File: src/inc/iosp_pkg.sv
// iosp_pkg: offsets, field masks, access kinds and request/answer carriers of the i/o register space
package iosp_pkg;

    // address windows, data-space view; IOSP_BIT_IO_LAST and IOSP_PORT_IO_LAST in i/o view
    localparam logic [8:0] IOSP_IO_DATA_OFS = 9'h020;
    localparam logic [5:0] IOSP_BIT_IO_LAST = 6'h1F;
    localparam logic [5:0] IOSP_PORT_IO_LAST = 6'h3F;
    localparam logic [8:0] IOSP_EXT_FIRST = 9'h060;
    localparam logic [8:0] IOSP_EXT_LAST = 9'h1FF;
    localparam logic [8:0] IOSP_REG_FIRST = 9'h020;
    localparam logic [8:0] IOSP_REG_LAST = 9'h051;
    localparam int IOSP_NREG = 50;
    localparam int IOSP_NPORT = 7;
    localparam int IOSP_NFLAG = 8;
    localparam int IOSP_FLAG_FIRST_IDX = 21;
    localparam logic [7:0] IOSP_RESET_VAL = 8'h00;

    // register offsets, data-space addresses
    localparam logic [8:0] PORT_A_PIN_INPUT = 9'h020;
    localparam logic [8:0] PORT_A_DIRECTION = 9'h021;
    localparam logic [8:0] PORT_A_OUTPUT = 9'h022;
    localparam logic [8:0] PORT_B_PIN_INPUT = 9'h023;
    localparam logic [8:0] PORT_B_DIRECTION = 9'h024;
    localparam logic [8:0] PORT_B_OUTPUT = 9'h025;
    localparam logic [8:0] PORT_C_PIN_INPUT = 9'h026;
    localparam logic [8:0] PORT_C_DIRECTION = 9'h027;
    localparam logic [8:0] PORT_C_OUTPUT = 9'h028;
    localparam logic [8:0] PORT_D_PIN_INPUT = 9'h029;
    localparam logic [8:0] PORT_D_DIRECTION = 9'h02A;
    localparam logic [8:0] PORT_D_OUTPUT = 9'h02B;
    localparam logic [8:0] PORT_E_PIN_INPUT = 9'h02C;
    localparam logic [8:0] PORT_E_DIRECTION = 9'h02D;
    localparam logic [8:0] PORT_E_OUTPUT = 9'h02E;
    localparam logic [8:0] PORT_F_PIN_INPUT = 9'h02F;
    localparam logic [8:0] PORT_F_DIRECTION = 9'h030;
    localparam logic [8:0] PORT_F_OUTPUT = 9'h031;
    localparam logic [8:0] PORT_G_PIN_INPUT = 9'h032;
    localparam logic [8:0] PORT_G_DIRECTION = 9'h033;
    localparam logic [8:0] PORT_G_OUTPUT = 9'h034;
    localparam logic [8:0] TIMER0_EVENT_FLAGS = 9'h035;
    localparam logic [8:0] TIMER1_EVENT_FLAGS = 9'h036;
    localparam logic [8:0] TIMER2_EVENT_FLAGS = 9'h037;
    localparam logic [8:0] TIMER3_EVENT_FLAGS = 9'h038;
    localparam logic [8:0] TIMER4_EVENT_FLAGS = 9'h039;
    localparam logic [8:0] TIMER5_EVENT_FLAGS = 9'h03A;
    localparam logic [8:0] PIN_CHANGE_IRQ_FLAGS = 9'h03B;
    localparam logic [8:0] EXTERNAL_IRQ_FLAGS = 9'h03C;
    localparam logic [8:0] EXTERNAL_IRQ_MASK = 9'h03D;
    localparam logic [8:0] GENERAL_SCRATCH_0 = 9'h03E;
    localparam logic [8:0] EEPROM_CONTROL = 9'h03F;
    localparam logic [8:0] EEPROM_DATA_BYTE = 9'h040;
    localparam logic [8:0] EEPROM_ADDRESS_LOW = 9'h041;
    localparam logic [8:0] EEPROM_ADDRESS_HIGH = 9'h042;
    localparam logic [8:0] TIMER_PRESCALER_CONTROL = 9'h043;
    localparam logic [8:0] TIMER0_CONTROL_A = 9'h044;
    localparam logic [8:0] TIMER0_CONTROL_B = 9'h045;
    localparam logic [8:0] TIMER0_COUNT = 9'h046;
    localparam logic [8:0] TIMER0_COMPARE_A = 9'h047;
    localparam logic [8:0] TIMER0_COMPARE_B = 9'h048;
    localparam logic [8:0] GENERAL_SCRATCH_1 = 9'h04A;
    localparam logic [8:0] GENERAL_SCRATCH_2 = 9'h04B;
    localparam logic [8:0] SERIAL_PERIPH_CONTROL = 9'h04C;
    localparam logic [8:0] SERIAL_PERIPH_STATE = 9'h04D;
    localparam logic [8:0] SERIAL_PERIPH_SHIFT_DATA = 9'h04E;
    localparam logic [8:0] COMPARATOR_CONTROL_STATE = 9'h050;
    localparam logic [8:0] DEBUG_DATA_CHANNEL = 9'h051;

    // implemented-bit masks; reserved bits read zero
    localparam logic [7:0] MASK_FULL = 8'hFF;
    localparam logic [7:0] MASK_PORT_G = 8'h3F;
    localparam logic [7:0] MASK_TIMER_8BIT_FLAGS = 8'h07;
    localparam logic [7:0] MASK_TIMER_16BIT_FLAGS = 8'h2F;
    localparam logic [7:0] MASK_PIN_CHANGE_FLAGS = 8'h07;
    localparam logic [7:0] MASK_EEPROM_CONTROL = 8'h3F;
    localparam logic [7:0] MASK_EEPROM_ADDR_HIGH = 8'h0F;
    localparam logic [7:0] MASK_PRESCALER = 8'h83;
    localparam logic [7:0] MASK_TIMER0_CTRL_A = 8'hF3;
    localparam logic [7:0] MASK_TIMER0_CTRL_B = 8'hCF;
    localparam logic [7:0] MASK_SERIAL_STATE = 8'hC1;

    typedef enum logic [1:0] {
        K_RES = 2'b00,
        K_RW = 2'b01,
        K_W1C = 2'b10,
        K_PIN = 2'b11
    } iosp_kind_e;

    // direct and displaced loads/stores arrive as data_load_op / data_store_op
    typedef enum logic [2:0] {
        OP_IO_IN = 3'b000,
        OP_IO_OUT = 3'b001,
        SET_IO_BIT_OP = 3'b010,
        CLEAR_IO_BIT_OP = 3'b011,
        SKIP_IF_IO_BIT_ONE_OP = 3'b100,
        SKIP_IF_IO_BIT_ZERO_OP = 3'b101,
        DATA_LOAD_OP = 3'b110,
        DATA_STORE_OP = 3'b111
    } iosp_op_e;

    typedef struct packed {
        logic valid;
        iosp_op_e op;
        logic [8:0] addr;
        logic [7:0] wdata;
        logic [2:0] bit_sel;
    } iosp_req_s;

    typedef struct packed {
        logic ack;
        logic refused;
        logic skip;
        logic [7:0] rdata;
    } iosp_rsp_s;

    function automatic iosp_kind_e iosp_kind(input logic [8:0] a);
        iosp_kind_e k;
        k = K_RW;
        if (a < IOSP_REG_FIRST || a > IOSP_REG_LAST || a == 9'h049 || a == 9'h04F) begin
            k = K_RES;
        end else if (a >= TIMER0_EVENT_FLAGS && a <= EXTERNAL_IRQ_FLAGS) begin
            k = K_W1C;
        end else if (a <= PORT_G_OUTPUT && ((a - IOSP_REG_FIRST) % 3) == 0) begin
            k = K_PIN;
        end
        return k;
    endfunction : iosp_kind

    function automatic logic [7:0] iosp_mask(input logic [8:0] a);
        logic [7:0] m;
        m = MASK_FULL;
        if (iosp_kind(a) == K_RES) begin
            m = 8'h00;
        end else if (a >= PORT_G_PIN_INPUT && a <= PORT_G_OUTPUT) begin
            m = MASK_PORT_G;
        end else if (a == TIMER0_EVENT_FLAGS || a == TIMER2_EVENT_FLAGS) begin
            m = MASK_TIMER_8BIT_FLAGS;
        end else if (a == TIMER1_EVENT_FLAGS || (a >= TIMER3_EVENT_FLAGS && a <= TIMER5_EVENT_FLAGS)) begin
            m = MASK_TIMER_16BIT_FLAGS;
        end else if (a == PIN_CHANGE_IRQ_FLAGS) begin
            m = MASK_PIN_CHANGE_FLAGS;
        end else if (a == EEPROM_CONTROL) begin
            m = MASK_EEPROM_CONTROL;
        end else if (a == EEPROM_ADDRESS_HIGH) begin
            m = MASK_EEPROM_ADDR_HIGH;
        end else if (a == TIMER_PRESCALER_CONTROL) begin
            m = MASK_PRESCALER;
        end else if (a == TIMER0_CONTROL_A) begin
            m = MASK_TIMER0_CTRL_A;
        end else if (a == TIMER0_CONTROL_B) begin
            m = MASK_TIMER0_CTRL_B;
        end else if (a == SERIAL_PERIPH_STATE) begin
            m = MASK_SERIAL_STATE;
        end
        return m;
    endfunction : iosp_mask

endpackage : iosp_pkg

File: src/core/iosp_regbank.sv
// iosp_regbank: i/o register space decoder and storage as the processor core sees it
//
// Contract
// - set, clear and bit-skip operations reach only i/o locations 0x00 to 0x1F.
// - flag bits marked write-one-to-clear clear on a written one; zero leaves them.
// - set/clear bit ops rewrite the whole register, so set flags get cleared, all but the bit a clear op names.
// - port in/out instructions address i/o locations 0x00 to 0x3F, 64 places.
// - data-space accesses find each i/o register at its i/o address plus 0x20.
// - extended region 0x60 to 0x1FF is reachable only by data loads and stores.
`timescale 1ns/1ps
module iosp_regbank
    import iosp_pkg::*;
(
    // clock and reset
    input wire logic clk,
    input wire logic resetn,
    // core access, one request per valid cycle
    input wire iosp_req_s req,
    output iosp_rsp_s rsp,
    // peripheral events, one bit per flag, pulse or level
    input wire logic [IOSP_NFLAG-1:0][7:0] flag_set,
    // port pins, asynchronous to clk
    input wire logic [IOSP_NPORT-1:0][7:0] pin_in,
    // register image towards the peripherals
    output logic [IOSP_NPORT-1:0][7:0] port_dir,
    output logic [IOSP_NPORT-1:0][7:0] port_out,
    output logic [IOSP_NREG-1:0][7:0] reg_image
);

    logic [7:0] regs_q [IOSP_NREG];
    logic [IOSP_NPORT-1:0][7:0] pin_meta_q;
    logic [IOSP_NPORT-1:0][7:0] pin_sync_q;
    logic [8:0] daddr;
    logic [8:0] doffs;
    logic [5:0] idx;
    logic legal;
    logic hit;
    logic is_write;
    logic [7:0] cur;
    logic [7:0] onehot;
    logic [7:0] wr_val;
    logic wr_en;
    iosp_rsp_s rsp_q;

    // pins pass two flops before anything reads them
    always_ff @(posedge clk or negedge resetn) begin
        if (!resetn) begin
            pin_meta_q <= '0;
            pin_sync_q <= '0;
        end else begin
            pin_meta_q <= pin_in;
            pin_sync_q <= pin_meta_q;
        end
    end

    // address forming per instruction class
    always_comb begin
        daddr = 9'h000;
        legal = 1'b0;
        is_write = 1'b0;
        unique case (req.op)
            OP_IO_IN, OP_IO_OUT: begin
                // six-bit opcode field: only 64 places, extended region out of reach
                legal = (req.addr[8:6] == 3'b000);
                daddr = {3'b000, req.addr[5:0]} + IOSP_IO_DATA_OFS;
                is_write = (req.op == OP_IO_OUT);
            end
            SET_IO_BIT_OP, CLEAR_IO_BIT_OP, SKIP_IF_IO_BIT_ONE_OP, SKIP_IF_IO_BIT_ZERO_OP: begin
                legal = (req.addr[8:6] == 3'b000) && (req.addr[5:0] <= IOSP_BIT_IO_LAST);
                daddr = {3'b000, req.addr[5:0]} + IOSP_IO_DATA_OFS;
                is_write = (req.op == SET_IO_BIT_OP) || (req.op == CLEAR_IO_BIT_OP);
            end
            DATA_LOAD_OP, DATA_STORE_OP: begin
                // full nine-bit address reaches the extended region too
                legal = 1'b1;
                daddr = req.addr;
                is_write = (req.op == DATA_STORE_OP);
            end
        endcase
    end

    assign doffs = daddr - IOSP_REG_FIRST;
    assign idx = doffs[5:0];
    assign hit = legal && (daddr >= IOSP_REG_FIRST) && (daddr <= IOSP_REG_LAST)
        && (iosp_kind(daddr) != K_RES);
    assign onehot = 8'h01 << req.bit_sel;

    // current value as the core sees it; unmapped places read zero
    always_comb begin
        cur = 8'h00;
        if (hit) begin
            cur = regs_q[idx];
        end
    end

    // bit ops read the whole register and write it all back
    always_comb begin
        wr_val = req.wdata;
        if (req.op == SET_IO_BIT_OP) begin
            wr_val = cur | onehot;
        end else if (req.op == CLEAR_IO_BIT_OP) begin
            wr_val = cur & ~onehot;
        end
    end

    assign wr_en = req.valid && hit && is_write;

    // storage, one entry per location; masks keep reserved bits at zero
    for (genvar i = 0; i < IOSP_NREG; i++) begin : g_reg
        localparam logic [8:0] ADDR = IOSP_REG_FIRST + 9'(i);
        localparam iosp_kind_e KIND = iosp_kind(ADDR);
        localparam logic [7:0] MASK = iosp_mask(ADDR);
        if (KIND == K_RW) begin : g_rw
            always_ff @(posedge clk or negedge resetn) begin
                if (!resetn) begin
                    regs_q[i] <= IOSP_RESET_VAL;
                end else if (wr_en && idx == 6'(i)) begin
                    regs_q[i] <= wr_val & MASK;
                end
            end
        end else if (KIND == K_W1C) begin : g_w1c
            logic [7:0] clr;
            assign clr = (wr_en && idx == 6'(i)) ? wr_val : 8'h00;
            // an event in the clearing cycle survives: set wins
            always_ff @(posedge clk or negedge resetn) begin
                if (!resetn) begin
                    regs_q[i] <= IOSP_RESET_VAL;
                end else begin
                    regs_q[i] <= ((regs_q[i] & ~clr) | flag_set[i - IOSP_FLAG_FIRST_IDX]) & MASK;
                end
            end
        end else if (KIND == K_PIN) begin : g_pin
            // writes are dropped here; pin state costs one extra cycle of latency
            always_ff @(posedge clk or negedge resetn) begin
                if (!resetn) begin
                    regs_q[i] <= IOSP_RESET_VAL;
                end else begin
                    regs_q[i] <= pin_sync_q[i / 3] & MASK;
                end
            end
        end else begin : g_res
            always_ff @(posedge clk or negedge resetn) begin
                if (!resetn) begin
                    regs_q[i] <= IOSP_RESET_VAL;
                end else begin
                    regs_q[i] <= IOSP_RESET_VAL;
                end
            end
        end
        assign reg_image[i] = regs_q[i];
    end

    for (genvar p = 0; p < IOSP_NPORT; p++) begin : g_port
        assign port_dir[p] = regs_q[3 * p + 1];
        assign port_out[p] = regs_q[3 * p + 2];
    end

    // answer one cycle after the request
    always_ff @(posedge clk or negedge resetn) begin
        if (!resetn) begin
            rsp_q <= '0;
        end else begin
            rsp_q.ack <= req.valid;
            rsp_q.refused <= req.valid && !legal;
            rsp_q.rdata <= req.valid ? cur : 8'h00;
            rsp_q.skip <= req.valid && legal
                && (((req.op == SKIP_IF_IO_BIT_ONE_OP) && cur[req.bit_sel])
                || ((req.op == SKIP_IF_IO_BIT_ZERO_OP) && !cur[req.bit_sel]));
        end
    end

    assign rsp = rsp_q;

endmodule : iosp_regbank

File: config.mk
export PLATFORM = sky130hd
export DESIGN_NAME = iosp_regbank
export DESIGN_NICKNAME = d
export VERILOG_FILES = /design/src/inc/iosp_pkg.sv /design/src/core/iosp_regbank.sv
export SDC_FILE = /design/constraint.sdc
export NUM_CORES = 1
export LEC_CHECK = 0
export ABC_AREA = 0
export BUFFER_PORTS_ARGS = -buffer_cell sky130_fd_sc_hd__buf_4
export CAP_MARGIN = 30
export CORE_AREA = 2 2 262 264
export DETAILED_ROUTE_END_ITERATION = 7
export DIE_AREA = 0 0 264 266
export MAX_ROUTING_LAYER = met4
export PLACE_DENSITY = 0.64
export SLEW_MARGIN = 10
export SYNTH_ARGS = -nofsm -noshare
export SYNTH_HDL_FRONTEND = slang
export SYNTH_SLANG_ARGS = --single-unit
File: constraint.sdc
create_clock -name clk -period 3.33 [get_ports clk]
set_clock_uncertainty 0.05 [all_clocks]
set_input_delay 0.4995 -clock clk [delete_from_list [all_inputs] [get_ports clk]]
set_output_delay 0.4995 -clock clk [all_outputs]
set_load 0.02 [all_outputs]
; ---- Yosys cells after proc, flatten, opt, wreduce, memory -nomap -nowiden
; Cells that the tools add are included.
[classes]
bitwise_logic = 28
n_addsub = 3
n_reduce_logical = 69
mux = 23
n_lt_le_gt_ge = 10
n_eq_ne = 50
div_mod_pow = 1
shifts = 1
[op_table]
columns = op, n
row1 = $eq 6x6->1 const B, 16
row2 = $eq 6x5->1 const B, 15
row3 = $mux 8, 7
row4 = $logic_and 1x1->1, 54
row5 = $bmux 8 s6, 1
row6 = $logic_not 32->1, 1
row7 = $mod 32x2->32 const B, 1
row8 = $eq 6x4->1 const B, 5
row9 = $and 6x6->6, 4
row10 = $mux 6, 4
row11 = $not 6->6, 4
row12 = $or 6x6->6, 4
row13 = $eq 6x3->1 const B, 3
row14 = $eq 9x7->1 const B, 2
row15 = $ge 9x6->1 const B, 2
row16 = $le 9x6->1 const B, 2
row17 = $pmux 9 s2, 1
row18 = $and 8x8->8, 2
row19 = $not 8->8, 2
row20 = $or 8x8->8, 2
row21 = $eq 3x3->1 const B, 4
row22 = $sub 9x6->10 const B, 1
row23 = $and 3x3->3, 3
row24 = $gt 9x7->1 const B, 1
row25 = 27 further kinds, 44
[word_totals]
word_cells = 251
in_bits = 146
register_bits = 450
output_inout_bits = 523

; ---- Longest topological paths before layout
; Gate-level depths: netlist (run 1).
[depth]
ltp_word = 20
depth_mapped = 18
depth_no_buf = 12

; ---- Worst setup path after synthesis (run 1)
; No wires, ideal clock.
[synth_path]
kind = in2reg
from = in req[16] in the netlist's numbering
to = reg regs_q (netlist bit reg_image[232])
n_path_buf = 2
stages = 13
arrival_ps = 3319
path_slack_ps = -163
required_ps = 3155
setup_ps = 125
path_cell_list = clkbuf_1 and3b_1 nor2_1 clkinv_1 buf_6 ha_1 a31oi_1 a31oi_1 nor2_1 nand3_1 or2_2 nor3_2 mux2_2
[synth_via]
elab_chain_len = 15
elab_cells_between_ends = 43
classes_between = add/sub: 3 / div: 1 / order compare: 8 / eq/ne: 3 / mux: 11 / bitwise: 3 / reduce/logical: 14
[synth_rtl]
columns = item, line_no
row1 = "start, declared", iosp_regbank.sv:18  ; input wire iosp_req_s req,
row2 = $add 6x6->7, "iosp_regbank.sv:65, iosp_regbank.sv:70"
row3 = $pmux 9 s2, iosp_regbank.sv:61  ; unique case (req.op)
row4 = $sub 9x6->10, iosp_pkg.sv:122  ; end else if (a <= PORT_G_OUTPUT && ((a - IOSP_REG_FIRST) % 3) == 0) begin
row5 = $mod 32x2->32, iosp_pkg.sv:122
row6 = $logic_not 32->1, iosp_pkg.sv:122
row7 = $logic_and 1x1->1, iosp_pkg.sv:122
row8 = $mux 2, iosp_pkg.sv:122
row9 = $mux 2, iosp_pkg.sv:120  ; end else if (a >= TIMER0_EVENT_FLAGS && a <= EXTERNAL_IRQ_FLAGS) begin
row10 = $mux 2, iosp_pkg.sv:118  ; if (a < IOSP_REG_FIRST || a > IOSP_REG_LAST || a == 9'h049 || a == 9'h04F) begin
row11 = $reduce_bool 2->1, iosp_regbank.sv:85  ; && (iosp_kind(daddr) != K_RES);
row12 = $logic_and 1x1->1, iosp_regbank.sv:85
row13 = $mux 8, iosp_regbank.sv:91  ; if (hit) begin
row14 = $and 8x8->8, iosp_regbank.sv:102  ; wr_val = cur & ~onehot;
row15 = $mux 8, iosp_regbank.sv:101  ; end else if (req.op == CLEAR_IO_BIT_OP) begin
row16 = $mux 8, iosp_regbank.sv:99  ; if (req.op == SET_IO_BIT_OP) begin
row17 = "end signal, assigned by index", iosp_regbank.sv:118  ; regs_q[i] <= wr_val & MASK;
row18 = "end, declared", iosp_regbank.sv:30  ; logic [7:0] regs_q [IOSP_NREG];
; Parallel ways exist; a longest one is shown, timed or not. The select of a mux whose other input is x is not followed.
; A chain may end at the register's enable or synchronous reset.

; ---- Final worst setup path (run 1)
[layout_path]
from = in req[12] in the netlist's numbering
to = reg regs_q (netlist bit port_out[39])
; Same word-level chain as after synthesis.

==> results by group, run 1 <==
Status
  • Status: complete, no violations

Timing
  • Max Clk Rate: 0.313 GHz
  • Rel. slew slack: 55.5%
  • Period utilization: 95.8%
  • Slew @ Worst Pin: 667 ps
  • RSZ-0062 raised after global routing: no
  • Final Max Slew Viols: 0
  • Final hold violations: 0
  • Final min period: 3190 ps
  • Endpoints failing setup: 0

Clocking
  • H-tree levels: 2
  • Post CTS Setup Buffer Count: 0
  • Clk sinks: 450
  • Clk pin slew, worst setup/hold paths: 60 ps
  • Root Buffer: clkbuf_16
  • Clock Latency Late Sink: 620 ps
  • CTS buffer count: 50
  • CTS Buffer Depth: 3
  • CTS tree: built

Setup path
  • Crit-path leading delay family: buffers and inverters
  • Worst Path Arrival: 3610 ps
  • Crit path max fanout: 25
  • Critical-path top delay cell: mux4_2
  • Worst path max stage delay: 520 ps
  • Critical Path Sink Type: flop
  • Critical-path cell list: buf_6, buf_4, mux4_2, nor2_1, nor3_1, a211oi_1, buf_4, a211oi_1, buf_4, a211oi_1, or2_1, buf_12, o21ai_0
  • CP Buf/Inv Count: 5
  • Crit path kind: in2reg
  • Worst Setup Start Kind: input port
  • Worst Path Required: 3750 ps

Drt
  • 1st-iter DRT viols: 1227
  • Drt pass-1 iters: 5
  • Final ANT Viol Nets: 0
  • Residual DRC count: 0
  • Final wirelength: 86.7 mm
  • DR WL/cell: 26.2 microns
  • Via density: 4.89
  • Via Count: 16189

Logic synthesis
  • Xor and xnor area share after synthesis: 0.0881%
  • Top cells by area, synth: dfrtp_1 57%, buf_4 7.2%, mux2_2 5.8%
  • Synth top area share: 56.6%
  • Avg Inst Size Synth: 12.0 sq um
  • Proportion of synthesized area in mux cells: 13.1%
  • Ys async rst share: 100%
  • Sequential share of the synthesized area: 56.6%
  • Synthesized-area fraction occupied by adder cells: 0.126%
  • Post-synthesis cell type count: 82
  • Ys Warns: 0
  • Post-synthesis cell area: 0.0199 sq mm
  • Largest family of logic cells by synthesized area: multiplexers
  • EDFF count, synth: 0
  • Simple-gate area share of the yosys netlist: 9.24%
  • Top FF cell, synth: dfrtp_1
  • Compound-gate portion of the synthesized area: 10.3%
  • Yosys reg bits: 450
  • Area leader, netlist: dfrtp_1
  • Cells after synthesis: 1661

Power
  • Power, Total: 0.0130 W
  • Clk pwr share: 44.2%
  • Power per cell area: 458 mW/mm^2
  • IR drop worst, VDD: 0.000382 V
  • Switching fraction of total power: 26.9%
  • Combinational fraction of design power: 11.9%
  • P_sw: 0.00349 W
  • Internal power: 0.00949 W
  • Part of the power in registers: 43.9%
  • Pleak: 13.7 nW

Final layout
  • Layout area overhead: 42.5%
  • Finished Cell Area: 0.0283 sq mm
  • Final nets: 2537
  • Post-Route Utilization: 41.8%
  • Final std cells w/o fill: 3313
  • Share of post-route cells with drive strength above 1: 44.1%

Place
  • Port bufs: 566
  • Routability Congestion: 0.973
  • Placed insts: 3151
  • Hpwl dp: 67.8 mm
  • DP Area: 0.0259 sq mm

GRT
  • First-pass GRT wire length: 122 mm
  • Total GRT Usage: 24.9%
  • Total congestion overflow: 0
  • Largest net degree at the start of global routing: 77
  • Initial antenna violation count: 3
  • Number of global-route vias before repair: 16571

Floorplan
  • Die W: 264 microns
  • Number of cell rows: 96
  • Starting Density: 29.4%
  • Core Region: 0.0677 sq mm
  • Io pins: 669
  • Die Y: 266 microns
  • Die area: 0.0702 sq mm

Job
  • Max Cap Violations: 0

Min path
  • Hold Path Class: in2reg
[layout make-up]
class / count / area [sq um]
Inverter: 13 / 50.0
Tap cell: 882 / 1100
Clock inverter: 25 / 302
Fill cell: 6483 / 39400
Multi-Input combinational cell: 982 / 6860
Clock buffer: 67 / 1410
Timing Repair Buffer: 892 / 7370
Antenna cell: 2 / 5.00
Sequential cell: 450 / 11300
[power by group through the flow]
stage                     clock (W)  combinational (W)  sequential, W
after global routing        0.00611            0.00163        0.00571
after detailed placement          0            0.00148        0.00579
after floorplan                   0           0.000613        0.00585
final                       0.00574            0.00154        0.00569
after global placement            0            0.00147        0.00579
after CTS                   0.00588            0.00155        0.00569
[registers in the layout, summed over array words and instances, names as in the netlist]
register    flops
pin_sync_q     54
port_out       54
reg_image     223
port_dir       54
rsp            11
pin_meta_q     54
[synth_stat cells (all sizes together) (21+ instances only)]
| cell | instances |
|---|---|
| nor2 | 41 |
| a21o | 43 |
| mux2 | 106 |
| nand2 | 223 |
| buf | 231 |
| nand3 | 44 |
| nor3 | 21 |
| mux4 | 48 |
| mux2i | 25 |
| dfrtp | 450 |
| o21ai | 170 |
| clkbuf | 57 |
| a21oi | 25 |
[path summary, 6_finish.rpt]
kind                                 from  slack (ps)              to  cells after the start
min in group asynchronous          resetn         430   pin_meta_q[3]                      2
max                               req[12]         140    port_out[39]                     13
min reg2reg                pin_sync_q[27]         290   reg_image[75]                      0
max reg2reg                  port_out[11]         170  reg_image[395]                     11
min                           flag_set[0]          30  reg_image[168]                      2
max in group asynchronous          resetn        1850  reg_image[210]                      3
[cells in the final DEF (no fill, tap or decap), types with 5 or more instances in the layout]
cell / count
clkbuf_8: 9
and2_1: 11
nand3_1: 43
and3_1: 6
mux2_2: 102
mux4_1: 17
nor3_1: 15
a221o_1: 6
a22oi_1: 9
conb_1: 73
buf_12: 39
mux4_2: 31
nor4_1: 7
o21ai_0: 165
mux2i_1: 25
inv_1: 10
nor2b_1: 11
clkbuf_1: 8
inv_6: 5
nand2b_1: 8
buf_4: 783
dlygate4sd3_1: 68
a2111oi_0: 6
clkinv_2: 6
clkbuf_16: 50
nor2_1: 39
nand2_1: 222
a221oi_1: 8
o22ai_1: 7
a21oi_1: 22
dfrtp_1: 450
a21o_1: 43
a211oi_1: 10
[stage by stage]
| step | setup slack [ps] | setup TNS (ps) | hold slack, ps |
|---|---|---|---|
| after floorplan | 34.5 | 0 | 154 |
| after detailed placement | -559 | -50280 | 285 |
| after global placement | -578 | -53240 | 281 |
| after global routing | 63.0 | 0 | 7.32 |
| final | 139 | 0 | 34.8 |
| after CTS | 72.7 | 0 | 0.450 |
[cells by family after synthesis]
group           count (synthesis)
buf+inv                       301
mux                           179
flops                         450
other cells                     1
simple gates                  401
xor+xnor                        2
fa+ha+maj                       2
compound gates                325
[routing by layer]
layer | up-vias | part of all wire [%] | global-route usage, %
met5 | - | 0 | -
met4 | 0 | 3.4 | 7.97
met3 | 147 | 7.8 | 6.70
met1 | 8254 | 40 | 29.8
li1 | 7051 | - | -
met2 | 737 | 49 | 41.1
[repair_timing]
item	4_1_cts	5_1_grt
hold buffers	68	0
pin swaps	0	0
endpoints found under the hold margin	130	0
endpoints found under the setup margin	5	21
gates resized for setup	1	1
Note: power is estimated with default switching activity, not from simulation.
==> run 2, diff against run 1 <==
CELL_PAD_IN_SITES_DETAIL_PLACEMENT = 0   (was unset)
CELL_PAD_IN_SITES_GLOBAL_PLACEMENT = 1   (was unset)
CORE_AREA = 2 2 258 260   (was 2 2 262 264)
DIE_AREA = 0 0 260 262   (was 0 0 264 266)
PLACE_DENSITY = 0.77   (was 0.64)
==> run 2 against run 1 <==
  * Cell area increased by 0.63%
  * Register-to-register slack improved by 80 ps
  * Die area decreased by 3.0%
  * Wire length decreased by 0.74%
  * Sequential power about the same
  * Hold slack got worse by 8.9 ps
  * Global-route usage increased by 0.55 points
  * Non-clock buffer count increased by 1
  * Total power increased by 2.2%
  * Sequential share of layout area decreased by 0.25 points
  * Critical endpoint is now reg_image[298]
  * Largest cell class unchanged
==> results by group, run 2 (synthesis gave the netlist of run 1 again) <==
Clocking
  • Root Buffer: clkbuf_16
  • H-tree levels: 2
  • Clk sinks: 450
  • CTS tree: built
  • Clock Latency Late Sink: 610 ps
  • CTS Buffer Depth: 3
  • Clk pin slew, worst setup/hold paths: 70 ps
  • CTS buffer count: 51

Setup path
  • R2R depth: 11
  • Worst R2R Setup Slack: 250 ps
  • CP Buf/Inv Count: 5
  • Critical Path Sink Type: flop
  • Worst Path Required: 3760 ps
  • Worst Setup Start Kind: input port
  • Worst Path Arrival: 3540 ps
  • Reg2Reg Capture Point: rsp[8]
  • Crit path kind: in2reg
  • Reg-to-reg startpoint: port_dir[25]
  • Worst path max stage delay: 550 ps
  • Crit-path leading delay family: simple AND/OR/NAND/NOR gates
  • Critical-path top delay cell: or4_1
  • CP dominant cell by count: buf_4
  • Critical-path cell list: buf_4, buf_12, or4_1, a31oi_1, a31oi_1, buf_4, nor2_2, nand3_2, nor3_2, buf_4, and2_1, buf_12, mux2_2
  • Crit path max fanout: 21

Drt
  • Drt pass-1 iters: 5
  • 1st-iter DRT viols: 1251
  • Final wirelength: 86.0 mm
  • Via density: 4.91
  • Via Count: 16198
  • Residual DRC count: 0
  • Final ANT Viol Nets: 0
  • DR WL/cell: 26.1 microns

GRT
  • Met3 global-route usage: 6.37%
  • Most Crowded Layer GR: met2
  • Total GRT Usage: 25.5%
  • Number of global-route vias before repair: 16251
  • Largest net degree at the start of global routing: 93
  • Total congestion overflow: 0
  • Initial antenna violation count: 1
  • Met1 Use GR: 31.9%
  • First-pass GRT wire length: 120 mm
  • Met2 Usage GRT: 40.8%

Power
  • Internal power: 0.00984 W
  • Part of the power in registers: 43.0%
  • Clk pwr share: 45.3%
  • Switching fraction of total power: 25.8%
  • Power, Total: 0.0133 W
  • P_sw: 0.00343 W
  • Pleak: 13.8 nW
  • Combinational fraction of design power: 11.7%
  • IR drop worst, VDD: 0.000379 V
  • Power per cell area: 465 mW/mm^2

Place
  • Pre-CTS setup slack: -311 ps
  • Port bufs: 566
  • Hpwl dp: 66.5 mm
  • Routability Congestion: 0.962
  • DP Area: 0.0259 sq mm

Final layout
  • Layout area overhead: 43.4%
  • Post-Route Utilization: 43.7%
  • Most common cell after layout, fill and taps aside: buf_4
  • Finished Cell Area: 0.0285 sq mm
  • Most frequent cells in the layout: 768 x buf_4, 450 x dfrtp_1, 222 x nand2_1
  • Share of post-route cells with drive strength above 1: 43.6%
  • Fill cells: 6125
  • Final nets: 2539
  • Max reg flops: 223

Timing
  • Endpoints failing setup: 0
  • Final hold violations: 0
  • Final Max Slew Viols: 0
  • Setup ws final: 222 ps
  • RSZ-0062 raised after global routing: no
  • Period utilization: 93.3%
  • Max Clk Rate: 0.322 GHz
  • Rel. slew slack: 50.6%
  • TNS Setup: 0 ps
  • Final min period: 3110 ps
  • Slew @ Worst Pin: 738 ps

Job
  • Max Cap Violations: 0

Floorplan
  • Die W: 260 microns
  • Number of cell rows: 94
  • Io pins: 669
  • Core Region: 0.0653 sq mm
  • Starting Density: 30.5%
  • Die Y: 262 microns
  • Die area: 0.0681 sq mm

Min path
  • Hold Path Class: in2reg
  • Worst Hold Path Cells: 2
  • Hold endpoint: reg_image[229]
  • Min-delay src: flag_set[61]

Status
  • Status: complete, no violations
[run 2: cell count changes in the layout (fill, tap and decap cells not counted), sizes merged]
cell,delta
inv,-5
bufinv,+3
clkbuf,+5
buf,-8
clkinvlp,+1
dlygate4sd3,+9
diode,+1
clkinv,-1
[run 2: layer usage]
layer / vias to the layer above / wire length, microns
li1: 7049 / -
met1: 8268 / 35000
met2: 745 / 41400
met3: 136 / 6980
met4: 0 / 2590
met5: - / 0
[run 2: power groups by stage]
stage / logic [W] / registers (W) / clock network, W
final: 0.00155 / 0.00570 / 0.00601
after global placement: 0.00147 / 0.00579 / 0
after CTS: 0.00155 / 0.00570 / 0.00613
after detailed placement: 0.00147 / 0.00580 / 0
after floorplan: 0.000613 / 0.00585 / 0
after global routing: 0.00165 / 0.00571 / 0.00637
[run 2: worst max path at each step]
| stage | from | to | slack (ps) | depth (start not counted) |
|---|---|---|---|---|
| after floorplan | req[16] | port_out[19] | 30 | 16 |
| after global placement | req[11] | reg_image[298] | -260 | 13 |
| after detailed placement | req[11] | reg_image[298] | -310 | 13 |
| after CTS | port_dir[43] | reg_image[299] | 70 | 12 |
| after global routing | req[21] | reg_image[298] | 40 | 15 |
| final | req[11] | reg_image[298] | 220 | 13 |
[run 2: cell type report]
type	count	area [sq um]	share of cell area, %
Sequential cell	450	11300	39.5
Timing Repair Buffer	893	7480	26.2
Multi-Input combinational cell	982	6840	24.0
Clock buffer	72	1480	5.18
Tap cell	864	1080	3.79
Clock inverter	23	322	1.13
Inverter	13	50.0	0.175
Antenna cell	3	7.51	0.0263
[run 2: metrics by stage]
stage | std cells | hold slack [ps]
finish | 3300 | 25.9
global route | 3298 | 17.4
CTS | 3297 | 0.0864
detailed placement | 3125 | 285
global placement | 3125 | 282
floorplan | 1733 | 154
[run 2: what timing repair did]
action / 4_1_cts / 5_1_grt
gates resized for setup: 0 / 2
hold buffers: 77 / 0
setup buffers: 0 / 0
hold endpoints to repair: 135 / 0
endpoints found under the setup margin: 0 / 4
